### config.mk
export PLATFORM = sky130hd
export DESIGN_NAME = regulator_mode_enable_regs
export DESIGN_NICKNAME = d
export VERILOG_FILES = /design/src/verilog/regulator_mode_pkg.sv /design/src/verilog/regulator_mode_enable_regs.sv
export SDC_FILE = /design/constraint.sdc
export NUM_CORES = 1
export LEC_CHECK = 0
export BUFFER_PORTS_ARGS = -buffer_cell sky130_fd_sc_hd__buf_2
export CAP_MARGIN = 15
export CORE_UTILIZATION = 30
export DETAILED_ROUTE_END_ITERATION = 8
export PLACE_DENSITY_LB_ADDON = 0.12
export SLEW_MARGIN = 20
export SYNTH_ARGS = -nofsm -noshare
export SYNTH_HDL_FRONTEND = slang
export SYNTH_SLANG_ARGS = --single-unit
### constraint.sdc
create_clock -name mclk_i -period 2.4 [get_ports mclk_i]
set_clock_uncertainty 0.1 [all_clocks]
set_input_delay 0.36 -clock mclk_i [delete_from_list [all_inputs] [get_ports mclk_i]]
set_output_delay 0.36 -clock mclk_i [all_outputs]
set_load 0.02 [all_outputs]
### src/verilog/regulator_mode_pkg.sv
/*
 * Constants and carrier types for the regulator mode and enable registers.
 * Assumes a bus protocol engine outside that delivers decoded byte accesses.
 */
`default_nettype none
package regulator_mode_pkg;
    localparam logic [7:0] CONVERTER_MODE_ENABLE_OFFSET    = 8'h06;
    localparam logic [7:0] SOFTWARE_DEFAULT_RESTORE_OFFSET = 8'h09;
    localparam logic [7:0] CONVERTER_MODE_ENABLE_RESET     = 8'h18;
    localparam logic [7:0] RESTORE_KEY                     = 8'h45;
    localparam int         TONE_REDUCTION_BIT              = 5;
    localparam int         RAMP_ALLOW_BIT                  = 4;
    localparam int         DISCHARGE_BIT                   = 3;
    localparam int         SELECT_PIN_FORCES_BIT           = 2;
    localparam int         CONTINUOUS_LOCK_BIT             = 1;
    localparam int         CONVERTER_ENABLE_BIT            = 0;
    localparam logic [7:0] WRITABLE_MASK                   = 8'h3f;

    typedef struct packed {
        logic       wr;
        logic       rd;
        logic [7:0] addr;
        logic [7:0] wdata;
    } reg_access_t;

    typedef struct packed {
        logic tone_reduction;
        logic ramp_active;
        logic discharge_connect;
        logic forced_continuous_operation;
        logic converter_run;
        logic second_target_voltage;
    } control_out_t;

    typedef struct packed {
        logic [7:0]   enable_reg;
        logic [7:0]   rdata;
        control_out_t ctl;
    } state_t;
endpackage
`default_nettype wire
### src/verilog/regulator_mode_enable_regs.sv
/*
 * Mode and enable control register plus key-guarded default restore register.
 * Assumes bus accesses and pins are synchronous to mclk_i; analog loop is outside.
 */
`default_nettype none
// How it works
// - bit 5 enables audible tone reduction
// - bit 4 allows steady-state output ramping
// - start-up always ramps regardless of bit 4
// - forced continuous conduction keeps ramping active
// - bit 3 connects discharge only in shutdown
// - bit 2 lets high select pin force continuous
// - bit 1 forces continuous conduction always
// - converter runs when bit 0 and pin high
// - key 45h restores all defaults
// - select pin high picks second target
module regulator_mode_enable_regs (
    input  wire logic                              mclk_i,
    input  wire logic                              nrst_i,
    input  wire regulator_mode_pkg::reg_access_t   access_i,
    input  wire logic                              enable_pin_i,
    input  wire logic                              voltage_select_pin_i,
    input  wire logic                              startup_i,
    output logic [7:0]                             rdata_o,
    output regulator_mode_pkg::control_out_t       ctl_o
);
    import regulator_mode_pkg::*;

    // Whole state in one struct; only the enable byte is bus-programmable
    state_t state_reg;
    state_t state_next;

    // Write strobe aimed at one offset
    function automatic logic write_hits(
        input reg_access_t acc,
        input logic [7:0]  offset
    );
        logic hit;
        hit = 1'b0;
        if (acc.wr && (acc.addr == offset)) begin
            hit = 1'b1;
        end
        return hit;
    endfunction

    // Read strobe aimed at one offset
    function automatic logic read_hits(
        input reg_access_t acc,
        input logic [7:0]  offset
    );
        logic hit;
        hit = 1'b0;
        if (acc.rd && (acc.addr == offset)) begin
            hit = 1'b1;
        end
        return hit;
    endfunction

    // Exact key only, so a stray write to the restore offset is harmless
    function automatic logic restore_requested(
        input reg_access_t acc
    );
        logic hit;
        hit = 1'b0;
        if (write_hits(acc, SOFTWARE_DEFAULT_RESTORE_OFFSET) && (acc.wdata == RESTORE_KEY)) begin
            hit = 1'b1;
        end
        return hit;
    endfunction

    // Upper two bits are unused and always store zero
    function automatic logic [7:0] stored_byte(
        input logic [7:0] wdata
    );
        logic [7:0] kept;
        kept = wdata & WRITABLE_MASK;
        return kept;
    endfunction

    // Next enable byte; the key brings back the power-on value of every field
    function automatic logic [7:0] next_enable(
        input logic [7:0]  current,
        input reg_access_t acc
    );
        logic [7:0] value;
        value = current;
        if (write_hits(acc, CONVERTER_MODE_ENABLE_OFFSET)) begin
            value = stored_byte(acc.wdata);
        end
        if (restore_requested(acc)) begin
            value = CONVERTER_MODE_ENABLE_RESET;
        end
        return value;
    endfunction

    // Restore register is write-only and reads zero, as do unmapped offsets
    function automatic logic [7:0] read_value(
        input logic [7:0]  current,
        input reg_access_t acc
    );
        logic [7:0] value;
        value = 8'h00;
        if (read_hits(acc, CONVERTER_MODE_ENABLE_OFFSET)) begin
            value = current;
        end
        return value;
    endfunction

    // Locked by bit 1, or by a high select pin when bit 2 allows it
    function automatic logic continuous_forced(
        input logic [7:0] bits,
        input logic       select_pin
    );
        logic forced;
        forced = 1'b0;
        if (bits[CONTINUOUS_LOCK_BIT]) begin
            forced = 1'b1;
        end
        if (bits[SELECT_PIN_FORCES_BIT] && select_pin) begin
            forced = 1'b1;
        end
        return forced;
    endfunction

    // Ramping cannot be turned off during start-up or forced continuous conduction
    function automatic logic ramp_needed(
        input logic [7:0] bits,
        input logic       starting,
        input logic       forced
    );
        logic ramp;
        ramp = 1'b0;
        if (bits[RAMP_ALLOW_BIT]) begin
            ramp = 1'b1;
        end
        if (starting) begin
            ramp = 1'b1;
        end
        if (forced) begin
            ramp = 1'b1;
        end
        return ramp;
    endfunction

    // Stored bit and pin must both be high; neither alone starts the converter
    function automatic logic run_allowed(
        input logic [7:0] bits,
        input logic       pin
    );
        logic run;
        run = 1'b0;
        if (bits[CONVERTER_ENABLE_BIT] && pin) begin
            run = 1'b1;
        end
        return run;
    endfunction

    // Shutdown is taken as any cycle in which the converter is not running
    function automatic logic discharge_wanted(
        input logic [7:0] bits,
        input logic       running
    );
        logic connect;
        connect = 1'b0;
        if (bits[DISCHARGE_BIT] && !running) begin
            connect = 1'b1;
        end
        return connect;
    endfunction

    // Levels from the stored byte and the pins as they stand this cycle
    function automatic control_out_t control_levels(
        input logic [7:0] bits,
        input logic       select_pin,
        input logic       enable_pin,
        input logic       starting
    );
        control_out_t ctl;
        logic         fcc;
        logic         run;
        fcc = continuous_forced(bits, select_pin);
        run = run_allowed(bits, enable_pin);
        ctl.tone_reduction              = bits[TONE_REDUCTION_BIT];
        ctl.forced_continuous_operation = fcc;
        ctl.ramp_active                 = ramp_needed(bits, starting, fcc);
        ctl.converter_run               = run;
        ctl.discharge_connect           = discharge_wanted(bits, run);
        ctl.second_target_voltage       = select_pin;
        return ctl;
    endfunction

    always_comb begin
        state_next            = state_reg;
        state_next.enable_reg = next_enable(state_reg.enable_reg, access_i);

        // Read data holds until the next read; a same-cycle write shows on the next one
        if (access_i.rd) begin
            state_next.rdata = read_value(state_reg.enable_reg, access_i);
        end

        // Controls trail a write by one cycle since they use the stored byte
        state_next.ctl = control_levels(state_reg.enable_reg, voltage_select_pin_i,
                                        enable_pin_i, startup_i);
    end

    // Reset loads constants only; the key reuses the same power-on value
    always_ff @(posedge mclk_i or negedge nrst_i) begin
        if (!nrst_i) begin
            state_reg.enable_reg                      <= CONVERTER_MODE_ENABLE_RESET;
            state_reg.rdata                           <= 8'h00;
            state_reg.ctl.tone_reduction              <= 1'b0;
            state_reg.ctl.ramp_active                 <= 1'b0;
            state_reg.ctl.discharge_connect           <= 1'b0;
            state_reg.ctl.forced_continuous_operation <= 1'b0;
            state_reg.ctl.converter_run               <= 1'b0;
            state_reg.ctl.second_target_voltage       <= 1'b0;
        end else begin
            state_reg <= state_next;
        end
    end

    // Outputs are register bits, so no pin sees a combinational glitch
    assign rdata_o = state_reg.rdata;
    assign ctl_o   = state_reg.ctl;
endmodule
`default_nettype wire

==> summary.txt <==
Status -> completed
Clk slew on worst S/H paths -> 100 ps
Top-count cell post-synth -> dfrtp_1
Hold Fails Final Rpt -> 0
Post-synth top area cell -> dfrtp_1
Synth Flop Type -> dfrtp_1
Fmax achieved -> 767 MHz
Share of cells above drive strength 1 -> 41.7%
Async S/R FF share, synth -> 100%
WL/cell -> 12.5 um
Max Buffers Root-to-Sink -> 2
Largest net degree at the start of global routing -> 19
CTS buffer count -> 3
Seq/Total Area, Yosys -> 53.0%
GR Overflow Total -> 0
Post-synth top area share -> 46.9%
Type of the most critical hold path -> in -> reg
Worst setup startpoint -> rdata_o[5]
Synth top area cells -> dfrtp_1, buf_4, mux2i_1
DIE AREA -> 0.00307 mm^2
Initial antenna violation count -> 0
Period utilization -> 54.3%
Unrepaired setup endpoints after global routing -> false
Worst-path cell chain -> buf_2
CP max stage delay -> 400 ps
Switching part of the total power -> 23.6%
Layout area overhead -> 17.0%
DRT Pass-1 Iters -> 1
Dpl cells -> 128
Number of global-route vias before repair -> 604
Reg2reg setup slack -> 1290 ps
Clk_lat worst skew -> 290 ps
Initial core utilization -> 33.0%
Distinct cells, synth -> 20
Num Clock Sinks -> 18
Vias per cell -> 4.47
Filler cells -> 264
Post-Layout Inst Area -> 1000 um^2
1st-iter DRT viols -> 0
Required time of the critical path -> 1940 ps
Slowest CP cell -> dfrtp_1
Mapped Area -> 855 um^2
RD Place Congestion -> 0.720
Sequential power share -> 56.5%
CP Max Fanout -> 2
Critical path class -> reg -> out
Height of the die -> 55.4 um
Post-synth top cells -> dfrtp_1, buf_4, o21ai_0
Max-cap viol count -> 0
Reg2Reg Depth -> 2
Post-detail-place hpwl -> 1290 um
Crit path to -> rdata_o[5]
Yosys warns -> 0
EDFF count, synth -> 0
Non-Filler Instances -> 133
Crit Reg-Reg Endpoint -> ctl_o[4]
Crit start category -> register
Internal power -> 0.433 mW
Share of total power in the clock network -> 32.9%
Gr usage total -> 11.6%
Final Max Tran Viols -> 0
Drt total wl -> 1660 um
Comb pwr share -> 10.6%
I/O pin count -> 37
CP top delay family -> flip-flops
Placed inst area -> 953 um^2
Worst hold slack -> 94.0 ps
Crit. End Element -> output pin
Post-synthesis cell count -> 78
Detail Route Antenna Nets -> 0
CTS H-tree lvls -> 1
Nets -> 127
Setup-failing EPs final -> 0
Syn Area/Cell -> 11.0 um^2
IO buf count -> 34
Post-cts repair resize count -> 0
Crit path depth -> 1
CTS tree -> yes
N_diodes -> 0
Setup TNS -> 0 ps
Worst path buffer plus inverter count -> 1
R2r startpoint -> state_reg[15]
FF+latch area -> 453 um^2
Root buffer cell -> clkbuf_4
Power density over cell area -> 567 mW/mm^2
First-pass GRT wire length -> 2710 um
Die Wd -> 55.4 um
Via Count -> 595
Seq cells post-synth -> 18
Multi-input gate area -> 270 um^2
Crit path time final -> 1300 ps
Critical Path AT -> 840 ps
Max IR drop VDD -> 0.207 mV
Row count -> 18
DRC Markers -> 0
Sw power -> 0.134 mW
Leak pwr -> 0.549 nW
Core area -> 0.00259 mm^2
power by group through the flow:
stage | combinational [mW] | sequential [mW] | clock [mW]
after floorplan | 0.0337 | 0.324 | 0
after global placement | 0.0590 | 0.326 | 0
after detailed placement | 0.0602 | 0.326 | 0
after CTS | 0.0615 | 0.320 | 0.197
after global routing | 0.0655 | 0.322 | 0.213
final | 0.0603 | 0.320 | 0.186
worst min path at each step:
stage | start | to | slack [ps] | depth (start not counted)
final | voltage_select_pin_i | ctl_o[0] | 90 | 1
after detailed placement | nrst_i | ctl_o[5] | 220 | 1
after CTS | voltage_select_pin_i | ctl_o[0] | 70 | 1
after floorplan | nrst_i | ctl_o[0] | -40 | 0
after global routing | voltage_select_pin_i | ctl_o[0] | 60 | 1
after global placement | nrst_i | state_next[5] | 220 | 1
through the flow:
| step | utilization [%] | worst slack [ps] | total power [mW] |
|---|---|---|---|
| global route | 38.6 | 1030 | 0.601 |
| floorplan | - | 1110 | 0.358 |
| finish | 38.6 | 1100 | 0.567 |
| CTS | 38.6 | 1070 | 0.579 |
| global placement | 36.8 | 767 | 0.385 |
| detailed placement | 36.8 | 795 | 0.386 |
cells by family after synthesis:
kind of cell / count (synthesis) / synth area share (%)
and+or+nand+nor: 23 / 18.2
buffers and inverters: 21 / 15.8
DFF: 18 / 53.0
AOI/OAI and AO/OA: 9 / 5.56
muxes: 6 / 7.03
other: 1 / 0.439
routing by layer:
| metal | vias to the layer above | global-route usage [%] | share of wire (%) |
|---|---|---|---|
| li1 | 291 | - | - |
| met1 | 278 | 13.9 | 46 |
| met2 | 24 | 18.2 | 46 |
| met3 | 2 | 3.75 | 7.5 |
| met4 | 0 | 6.43 | 0.60 |
| met5 | - | 0 | 0 |
placed cells by master (no fill, tap or decap), types with 2 or more instances in the layout:
cell type,n
nand2_1,7
dfrtp_1,16
nor4bb_1,2
nor2_1,5
buf_2,34
clkbuf_4,3
dfstp_2,2
inv_1,6
mux2i_1,6
conb_1,2
o21ai_0,8
repair_timing:
action | in CTS | in global routing
buffers inserted | 0 | 0
hold buffers | 1 | 0
endpoints found under the hold margin | 16 | 0
cell type report:
cell class / instances / share of cell area [%]
inverter: 6 / 2.25
sequential: 18 / 45.3
timing repair buffer: 35 / 18.0
clock buffer: 4 / 3.63
tap: 30 / 3.75
multi-input combinational: 40 / 27.0
Note: power is estimated with default switching activity, not from simulation.
